`src/shared/idle_reset_consts.svh`:
```
// Offsets, field positions, reset values and timing counts of the idle and reset controller
`ifndef IDLE_RESET_CONSTS_SVH
`define IDLE_RESET_CONSTS_SVH
// Register indices; the byte address is four times the index
`define REG_PWR_CTRL_IDX 8'h00
`define REG_WDT_CTRL_IDX 8'h01
`define REG_IRQ_STAT_IDX 8'h02
`define REG_IRQ_MASK_IDX 8'h03
`define REG_RST_CAUSE_IDX 8'hEF
// Power control fields
`define PWR_IDLE_BIT 0
// Reset cause fields
`define CAUSE_PIN_BIT 0
`define CAUSE_POR_BIT 1
`define CAUSE_MCD_BIT 2
`define CAUSE_WDT_BIT 3
`define CAUSE_SOFT_BIT 4
`define CAUSE_CMP_BIT 5
`define CAUSE_FERR_BIT 6
// Watchdog control fields
`define WDT_EN_BIT 0
`define WDT_LOCK_BIT 1
`define WDT_KICK_BIT 2
// Interrupt status fields
`define IRQ_IDLE_BIT 0
`define IRQ_WAKE_BIT 1
`define IRQ_RST_BIT 2
// Reset values
`define PWR_CTRL_RST 8'h00
`define CAUSE_POR_RST 8'h02
`define WDT_CTRL_RST 8'h01
`define IRQ_RST_VAL 8'h00
`define RESET_VECTOR 16'h0000
// Timing
`define CLK_PERIOD_NS 20
`define RST_HOLD_NS 100
`define RST_HOLD_CYC ((`RST_HOLD_NS + `CLK_PERIOD_NS - 1) / `CLK_PERIOD_NS)
`define WDT_TIMEOUT_DEF 65536
`endif

```
`src/shared/idle_reset_pkg.sv`:
```
// Types shared by the idle and reset controller
package idle_reset_pkg;
  // Sequencer states
  typedef enum logic [1:0] {ST_RUN, ST_ARMED, ST_IDLE, ST_RESET} pwr_state_t;

  // Reset sources arriving from the rest of the chip
  typedef struct packed {
    logic flash_error;
    logic comparator;
    logic missing_clock;
    logic vdd_monitor;
    logic pin;
  } reset_sources_t;

  // CPU side handshake
  typedef struct packed {
    logic instr_done;
    logic next_single_byte;
  } cpu_status_t;
endpackage

```
`src/hdl/idle_reset_ctrl.sv`:
```
// CPU idle mode, watchdog, software reset and reset cause recording behind an AXI4-Lite slave
`include "idle_reset_consts.svh"

module idle_reset_ctrl #(
  parameter int N_IRQ = 8,
  parameter int WDT_TIMEOUT_CYCLES = `WDT_TIMEOUT_DEF
) (
  input wire logic sys_clk_in,
  input wire logic rst_in,
  input wire logic ce_in,
  // AXI4-Lite slave
  input wire logic [11:0] s_axi_awaddr_in,
  input wire logic s_axi_awvalid_in,
  output logic s_axi_awready_out,
  input wire logic [31:0] s_axi_wdata_in,
  input wire logic [3:0] s_axi_wstrb_in,
  input wire logic s_axi_wvalid_in,
  output logic s_axi_wready_out,
  output logic [1:0] s_axi_bresp_out,
  output logic s_axi_bvalid_out,
  input wire logic s_axi_bready_in,
  input wire logic [11:0] s_axi_araddr_in,
  input wire logic s_axi_arvalid_in,
  output logic s_axi_arready_out,
  output logic [31:0] s_axi_rdata_out,
  output logic [1:0] s_axi_rresp_out,
  output logic s_axi_rvalid_out,
  input wire logic s_axi_rready_in,
  // Chip side
  input wire logic [N_IRQ-1:0] irq_pending_in,
  input wire logic [N_IRQ-1:0] irq_enable_in,
  input wire idle_reset_pkg::cpu_status_t cpu_status_in,
  input wire idle_reset_pkg::reset_sources_t reset_sources_in,
  output logic cpu_halt_out,
  output logic wake_irq_out,
  output logic dev_reset_out,
  output logic [15:0] reset_vector_out,
  output logic irq_out
);

  localparam int WDT_W = $clog2(WDT_TIMEOUT_CYCLES + 1);
  localparam logic [3:0] RST_HOLD = 4'(`RST_HOLD_CYC);

  // Refuse shapes the logic cannot serve; caught at elaboration, not at run time
  if (N_IRQ < 1 || WDT_TIMEOUT_CYCLES < 2 || `RST_HOLD_CYC > 15)
  begin : g_bad_param
    $error("idle_reset_ctrl: bad parameter");
  end

  idle_reset_pkg::pwr_state_t state_q;
  logic idle_sel_q;
  logic wake_blocked_q;
  logic armed_irq_q;
  logic [7:0] cause_q;
  logic cmp_en_q;
  logic mcd_en_q;
  logic vdd_en_q;
  logic wdt_en_q;
  logic wdt_lock_q;
  logic [WDT_W-1:0] wdt_cnt_q;
  logic [3:0] rst_cnt_q;
  logic [2:0] irq_stat_q;
  logic [2:0] irq_mask_q;
  logic [11:0] aw_addr_q;
  logic aw_held_q;
  logic [7:0] w_data_q;
  logic w_strb_q;
  logic w_held_q;
  logic [31:0] rd_data_d;
  logic rd_hit_d;
  logic wr_go;
  logic wr_en;
  logic [7:0] wr_idx;
  logic irq_wake;
  logic wdt_fire;
  logic [7:0] cause_d;
  logic rst_trig;
  logic soft_rst;
  logic [2:0] irq_set;

  // Write happens once both address and data are held and no response waits
  assign wr_go = aw_held_q && w_held_q && !s_axi_bvalid_out;
  assign wr_en = wr_go && w_strb_q && (aw_addr_q[1:0] == 2'b00);
  assign wr_idx = aw_addr_q[9:2];
  assign irq_wake = |(irq_pending_in & irq_enable_in);

  assign soft_rst = wr_en && (wr_idx == `REG_RST_CAUSE_IDX) && w_data_q[`CAUSE_SOFT_BIT];

  assign wdt_fire = wdt_en_q && (wdt_cnt_q == WDT_W'(WDT_TIMEOUT_CYCLES - 1));

  // one flag per source, bit 7 held at zero
  always_comb
  begin
    cause_d = 8'h00;
    if (reset_sources_in.vdd_monitor && vdd_en_q)
    begin
      cause_d[`CAUSE_POR_BIT] = 1'b1;
    end
    else if (reset_sources_in.pin)
    begin
      // pin flag set only for pin reset
      cause_d[`CAUSE_PIN_BIT] = 1'b1;
    end
    else if (reset_sources_in.missing_clock && mcd_en_q)
    begin
      cause_d[`CAUSE_MCD_BIT] = 1'b1;
    end
    else if (wdt_fire)
    begin
      cause_d[`CAUSE_WDT_BIT] = 1'b1;
    end
    else if (reset_sources_in.comparator && cmp_en_q)
    begin
      cause_d[`CAUSE_CMP_BIT] = 1'b1;
    end
    else if (reset_sources_in.flash_error)
    begin
      cause_d[`CAUSE_FERR_BIT] = 1'b1;
    end
    else if (soft_rst)
    begin
      cause_d[`CAUSE_SOFT_BIT] = 1'b1;
    end
  end

  assign rst_trig = |cause_d;

  // AXI write channels; address and data are taken in either order
  always_ff @(posedge sys_clk_in)
  begin
    if (rst_in)
    begin
      aw_held_q <= 1'b0;
      w_held_q <= 1'b0;
      aw_addr_q <= 12'h000;
      w_data_q <= 8'h00;
      w_strb_q <= 1'b0;
      s_axi_awready_out <= 1'b1;
      s_axi_wready_out <= 1'b1;
      s_axi_bvalid_out <= 1'b0;
      s_axi_bresp_out <= 2'b00;
    end
    else if (ce_in)
    begin
      if (s_axi_awvalid_in && s_axi_awready_out)
      begin
        aw_addr_q <= s_axi_awaddr_in;
        aw_held_q <= 1'b1;
        s_axi_awready_out <= 1'b0;
      end
      if (s_axi_wvalid_in && s_axi_wready_out)
      begin
        w_data_q <= s_axi_wdata_in[7:0];
        w_strb_q <= s_axi_wstrb_in[0];
        w_held_q <= 1'b1;
        s_axi_wready_out <= 1'b0;
      end
      if (wr_go)
      begin
        aw_held_q <= 1'b0;
        w_held_q <= 1'b0;
        s_axi_bvalid_out <= 1'b1;
        // Unmapped word answers SLVERR
        s_axi_bresp_out <= (wr_idx == `REG_PWR_CTRL_IDX || wr_idx == `REG_WDT_CTRL_IDX ||
                            wr_idx == `REG_IRQ_STAT_IDX || wr_idx == `REG_IRQ_MASK_IDX ||
                            wr_idx == `REG_RST_CAUSE_IDX) && aw_addr_q[11:10] == 2'b00 ? 2'b00 : 2'b10;
      end
      if (s_axi_bvalid_out && s_axi_bready_in)
      begin
        s_axi_bvalid_out <= 1'b0;
        s_axi_awready_out <= 1'b1;
        s_axi_wready_out <= 1'b1;
      end
    end
  end

  // Read decode; reserved bits read zero
  always_comb
  begin
    rd_data_d = 32'h0000_0000;
    rd_hit_d = (s_axi_araddr_in[11:10] == 2'b00);
    case (s_axi_araddr_in[9:2])
      `REG_PWR_CTRL_IDX: rd_data_d[`PWR_IDLE_BIT] = idle_sel_q;
      `REG_WDT_CTRL_IDX: rd_data_d[2:0] = {1'b0, wdt_lock_q, wdt_en_q};
      `REG_IRQ_STAT_IDX: rd_data_d[2:0] = irq_stat_q;
      `REG_IRQ_MASK_IDX: rd_data_d[2:0] = irq_mask_q;
      `REG_RST_CAUSE_IDX: rd_data_d[7:0] = {1'b0, cause_q[6:0]};
      default: rd_hit_d = 1'b0;
    endcase
  end

  // AXI read channel, answer one cycle after the address is taken
  always_ff @(posedge sys_clk_in)
  begin
    if (rst_in)
    begin
      s_axi_arready_out <= 1'b1;
      s_axi_rvalid_out <= 1'b0;
      s_axi_rdata_out <= 32'h0000_0000;
      s_axi_rresp_out <= 2'b00;
    end
    else if (ce_in)
    begin
      if (s_axi_arvalid_in && s_axi_arready_out)
      begin
        s_axi_arready_out <= 1'b0;
        s_axi_rvalid_out <= 1'b1;
        s_axi_rdata_out <= rd_hit_d ? rd_data_d : 32'h0000_0000;
        s_axi_rresp_out <= rd_hit_d ? 2'b00 : 2'b10;
      end
      else if (s_axi_rvalid_out && s_axi_rready_in)
      begin
        s_axi_rvalid_out <= 1'b0;
        s_axi_arready_out <= 1'b1;
      end
    end
  end

  // Reset cause record and source enables; the power-on reset marks the power-on flag
  always_ff @(posedge sys_clk_in)
  begin
    if (rst_in)
    begin
      cause_q <= `CAUSE_POR_RST;
      cmp_en_q <= 1'b0;
      mcd_en_q <= 1'b0;
      vdd_en_q <= 1'b1;
    end
    else if (ce_in)
    begin
      if (rst_trig)
      begin
        cause_q <= cause_d;
      end
      if (wr_en && wr_idx == `REG_RST_CAUSE_IDX)
      begin
        cmp_en_q <= w_data_q[`CAUSE_CMP_BIT];
        mcd_en_q <= w_data_q[`CAUSE_MCD_BIT];
        vdd_en_q <= w_data_q[`CAUSE_POR_BIT];
      end
    end
  end

  // Reset sequence; held for a fixed time, then the CPU starts at the vector
  always_ff @(posedge sys_clk_in)
  begin
    if (rst_in)
    begin
      rst_cnt_q <= RST_HOLD;
      dev_reset_out <= 1'b1;
      reset_vector_out <= `RESET_VECTOR;
    end
    else if (ce_in)
    begin
      if (rst_trig)
      begin
        // internal reset only, no pin drive
        rst_cnt_q <= RST_HOLD;
        dev_reset_out <= 1'b1;
      end
      else if (rst_cnt_q != 4'h0)
      begin
        rst_cnt_q <= rst_cnt_q - 4'h1;
        dev_reset_out <= (rst_cnt_q != 4'h1);
      end
      reset_vector_out <= `RESET_VECTOR;
    end
  end

  // Idle sequencer; only the CPU is halted, peripherals and the watchdog keep their clock
  always_ff @(posedge sys_clk_in)
  begin
    if (rst_in)
    begin
      state_q <= idle_reset_pkg::ST_RESET;
      idle_sel_q <= 1'(`PWR_CTRL_RST);
      wake_blocked_q <= 1'b0;
      armed_irq_q <= 1'b0;
      cpu_halt_out <= 1'b1;
      wake_irq_out <= 1'b0;
    end
    else if (ce_in)
    begin
      wake_irq_out <= 1'b0;
      if (rst_trig)
      begin
        state_q <= idle_reset_pkg::ST_RESET;
        idle_sel_q <= 1'b0;
        wake_blocked_q <= 1'b0;
        armed_irq_q <= 1'b0;
        cpu_halt_out <= 1'b1;
      end
      else
      begin
        case (state_q)
          idle_reset_pkg::ST_RESET:
          begin
            if (rst_cnt_q == 4'h0)
            begin
              state_q <= idle_reset_pkg::ST_RUN;
              cpu_halt_out <= 1'b0;
            end
          end
          idle_reset_pkg::ST_RUN:
          begin
            if (wr_en && wr_idx == `REG_PWR_CTRL_IDX && w_data_q[`PWR_IDLE_BIT])
            begin
              idle_sel_q <= 1'b1;
              armed_irq_q <= 1'b0;
              state_q <= idle_reset_pkg::ST_ARMED;
            end
          end
          idle_reset_pkg::ST_ARMED:
          begin
            if (irq_wake)
            begin
              armed_irq_q <= 1'b1;
            end
            if (cpu_status_in.instr_done)
            begin
              state_q <= idle_reset_pkg::ST_IDLE;
              cpu_halt_out <= 1'b1;
              wake_blocked_q <= (armed_irq_q || irq_wake) && cpu_status_in.next_single_byte;
            end
          end
          idle_reset_pkg::ST_IDLE:
          begin
            if (irq_wake && !wake_blocked_q)
            begin
              idle_sel_q <= 1'b0;
              cpu_halt_out <= 1'b0;
              wake_irq_out <= 1'b1;
              state_q <= idle_reset_pkg::ST_RUN;
            end
          end
          default:
          begin
            state_q <= idle_reset_pkg::ST_RESET;
          end
        endcase
      end
    end
  end

  // Watchdog; counts in every state so idle cannot hang forever unless disabled
  always_ff @(posedge sys_clk_in)
  begin
    if (rst_in)
    begin
      wdt_en_q <= 1'(`WDT_CTRL_RST);
      wdt_lock_q <= 1'b0;
      wdt_cnt_q <= '0;
    end
    else if (ce_in)
    begin
      if (rst_trig)
      begin
        wdt_en_q <= 1'b1;
        wdt_lock_q <= 1'b0;
        wdt_cnt_q <= '0;
      end
      else
      begin
        wdt_cnt_q <= wdt_en_q ? wdt_cnt_q + WDT_W'(1) : '0;
        if (wr_en && wr_idx == `REG_WDT_CTRL_IDX)
        begin
          if (w_data_q[`WDT_KICK_BIT])
          begin
            wdt_cnt_q <= '0;
          end
          if (!wdt_lock_q)
          begin
            wdt_en_q <= w_data_q[`WDT_EN_BIT];
          end
          // Lock is write-once until the next reset
          wdt_lock_q <= wdt_lock_q | w_data_q[`WDT_LOCK_BIT];
        end
      end
    end
  end

  // Interrupt events
  assign irq_set = {
    (state_q == idle_reset_pkg::ST_RESET) && (rst_cnt_q == 4'h1),
    (state_q == idle_reset_pkg::ST_IDLE) && irq_wake && !wake_blocked_q && !rst_trig,
    (state_q == idle_reset_pkg::ST_ARMED) && cpu_status_in.instr_done && !rst_trig
  };

  // Sticky status, write one to clear; a set in the same cycle wins
  always_ff @(posedge sys_clk_in)
  begin
    if (rst_in)
    begin
      irq_stat_q <= 3'(`IRQ_RST_VAL);
      irq_mask_q <= 3'(`IRQ_RST_VAL);
      irq_out <= 1'b0;
    end
    else if (ce_in)
    begin
      if (wr_en && wr_idx == `REG_IRQ_STAT_IDX)
      begin
        irq_stat_q <= (irq_stat_q & ~w_data_q[2:0]) | irq_set;
      end
      else
      begin
        irq_stat_q <= irq_stat_q | irq_set;
      end
      if (wr_en && wr_idx == `REG_IRQ_MASK_IDX)
      begin
        irq_mask_q <= w_data_q[2:0];
      end
      irq_out <= |(irq_stat_q & irq_mask_q);
    end
  end

endmodule

```
`config.mk`:
```
export PLATFORM = sky130hd
export DESIGN_NAME = idle_reset_ctrl
export DESIGN_NICKNAME = d
export VERILOG_FILES = /design/src/shared/idle_reset_pkg.sv /design/src/hdl/idle_reset_ctrl.sv
export VERILOG_INCLUDE_DIRS = /design/src /design/src/shared
export SDC_FILE = /design/constraint.sdc
export NUM_CORES = 1
export LEC_CHECK = 0
export BUFFER_PORTS_ARGS = -buffer_cell sky130_fd_sc_hd__buf_2
export CELL_PAD_IN_SITES_DETAIL_PLACEMENT = 0
export CELL_PAD_IN_SITES_GLOBAL_PLACEMENT = 1
export CORE_MARGIN = 4
export CORE_UTILIZATION = 39
export CTS_CLUSTER_SIZE = 24
export DETAILED_ROUTE_END_ITERATION = 8
export PLACE_DENSITY_LB_ADDON = 0.1
export REMOVE_ABC_BUFFERS = 1
export SLEW_MARGIN = 20
export SYNTH_ARGS = -nofsm -noshare
export SYNTH_HDL_FRONTEND = slang
export SYNTH_SLANG_ARGS = --single-unit
```
`constraint.sdc`:
```
create_clock -name sys_clk_in -period 3.6 [get_ports sys_clk_in]
set_input_delay 0.36 -clock sys_clk_in [delete_from_list [all_inputs] [get_ports sys_clk_in]]
set_output_delay 0.36 -clock sys_clk_in [all_outputs]
set_load 0.03 [all_outputs]
```
==> results.ini <==
[die]
core_um2=10460
die_x_um=112.3
num_io_pins=152
initial_utilization_pct=40.55
rows=37
die_h_um=112.3
dieArea_um2=12610

[sta]
setup_tns_ns=0
clock.fmax_mhz=353.5
rsz0062_at_grt=false
hold_viol=0
tightest_slew_ns=0.5823
slew_viol_final=0
finalSetupViolCount=0
period_needed_ns=2.829
fin_skew_ns=0.009588
slew_headroom_pct=60.88
fin_crit_sh_pct=78.58

[yosys]
synth_area_um2=4243
synth_ff_type=dfxtp_1
yosysWarnings=0
synthTopCellsByArea=dfxtp_1, buf_4, nand2_1, a21oi_1, nor2_1
yosys_register_bits=82
syn_inst=507
syn_area_per_cell_um2=8.368
synth_edf_count=0
yosysSeqAreaShare_pct=38.69
synth_top_area_share_pct=38.69
async_flop_share_pct=0
synth_cell_types=68
yosysTopAreaCell=dfxtp_1

[detailed_routing]
wl_per_cell_um=14.79
wirelength_mm=10.63
vias=3654
met2_wirelength_mm=5.000
top_layer=met4
drt_iter0_markers=156
wl_met1_mm=4.935
drt-vias-per-instance=5.082
wl_met3_um=596
drc=0
first_pass_iters=4
ant_nets=0

[global_routing]
grt.total_usage_pct=16.90
antenna_found_initial=0
grt_max_degree=32
grt_pass1_wl_mm=17.66
grt_remaining_overflow=0
first_global_vias=3565

[clock_network]
cts_tree=built
root_buffer=clkbuf_8
h-tree-depth=3
insertion_delay_ns=0.36
clkTransAtPathRegs_ns=0.09
cts_resized=0
hold_buffers=0
cts_buffers=9
cts_setup_buffers=0
clock_path_buffers=2
cts.sinks=82

[run_status]
outcome=finished clean

[place]
gp_congestion=0.7767
port_buffers=76
dpl.hpwl_mm=7.912

[worst_setup_path]
crit_buf_inv=0
crit_required_ns=3.89
slowest_delay_ns=0.54
worst-path-max-fanout=8
cp-start-kind=register
critPathKind=reg -> reg
crit_family=simple AND/OR/NAND/NOR gates
crit_chain=nand3_2 -> or3_1 -> nor4_1 -> ha_1 -> nand2_1 -> nand3b_1 -> o21ai_1 -> or4b_1 -> a21oi_1
slowest_stage=or3_1
cp.arrival_ns=3.12
end_kind=register

[finish]
utilization_pct=45.56
antenna_cells=0
finalNetCount=678
syn2layout_area_growth_pct=12.36
drive_above_1_share_pct=20.24

[min_path]
hp-class=in -> reg

[power]
p_per_area_nw_per_um2=386.7
ir_drop_mv=0.2283
p_leak_nw=1.892

[job]
max_cap_viol_count=0

[synthesized netlist by cell type, drive strengths merged (2+ instances only)]
library cell	n
or3b	2
nand2	79
and4	2
a211oi	7
o21ai	13
nand3	18
mux2i	9
o41ai	5
nor3b	3
nand4b	4
dfxtp	82
xnor2	6
nand4	9
a21oi	40
o21a	2
or2	2
or4	6
and3b	2
and3	5
inv	14
o31ai	4
ha	9
xor2	7
nor2	44
mux2	3
and2	2
o211ai	5
a22oi	10
clkbuf	12
buf	50
or3	8
nand3b	2
nor4	8
a31oi	5
nor3	11
[power breakdown]
part           internal [mW]  switching, mW  leakage (nW)
Clock                  0.322          0.356        0.0889
Sequential             0.926         0.0175         0.665
Combinational         0.0625          0.159          1.14
Total                   1.31          0.533          1.89
[worst paths after layout]
kind | slack [ns] | cells after the start | end | from
worst max-delay path | 0.77 | 9 | cause_q[2] | wdt_cnt_q[2]
worst min-delay path | 0.23 | 3 | aw_addr_q[6] | s_axi_awaddr_in[6]
worst max register to register | 0.77 | 9 | cause_q[2] | wdt_cnt_q[2]
worst min register to register | 0.46 | 2 | cause_q[5] | cause_q[5]
[state kept, by name, indices dropped and copies added (netlist names), 2 cells and up]
register / count
s_axi_rdata_out: 7
aw_addr_q: 12
wdt_cnt_q: 17
irq_mask_q: 3
cause_q: 7
w_data_q: 5
state_q: 2
irq_stat_q: 3
rst_cnt_q: 4
[area by class of cell]
| class | instances | area [um^2] |
|---|---|---|
| sequential | 82 | 1642 |
| multi-input combinational | 390 | 2295 |
| clock inverter | 6 | 66.31 |
| timing repair buffer | 80 | 410.4 |
| tap | 136 | 170.2 |
| fill | 1093 | 5695 |
| inverter | 15 | 56.30 |
| clock buffer | 10 | 127.6 |
[worst min-delay path, stage by stage]
cell and delay (ns):
buf_2 0.09, nand2_1 0.05, a21oi_1 0.05
[routing by layer]
metal	global-route usage (%)	vias up
li1	-	1859
met5	0	-
met2	28.37	97
met1	21.88	1688
met3	4.852	10
met4	3.125	0
[logic make-up after synthesis]
group                    count (synthesis)  share of synthesized area (%)
buffers and inverters                   77                          10.94
flip-flops                              82                          38.69
AND/OR/NAND/NOR                        211                          25.42
other                                    1                        0.08838
AO/OA/AOI/OAI                          101                          16.07
XOR/XNOR                                13                          2.684
multiplexers                            13                          3.450
adder cells (fa/ha/maj)                  9                          2.654
[cell usage in the layout (no fill, tap or decap), types with 9 or more instances in the layout]
cell type / count
inv_1: 14
nand4_1: 9
a21oi_1: 40
clkbuf_8: 9
nor3_1: 9
conb_1: 43
dfxtp_1: 82
mux2i_1: 9
a22oi_1: 10
nand3_1: 17
nand2_1: 79
buf_2: 76
o21ai_0: 11
ha_1: 9
nor2_1: 43
[per-stage QoR]
step	hold slack, ns	setup WS, ns	instance area, um^2	total power, mW	cells
floorplan	0.4254	1.001	3993	1.099	487
global placement	0.4432	0.8042	4573	1.183	703
detailed placement	0.4487	0.7865	4573	1.186	703
CTS	0.2202	0.7477	4767	1.867	719
global route	0.2131	0.5956	4767	1.934	719
finish	0.2300	0.7711	4767	1.843	719
(Power assumes the default switching activity.)
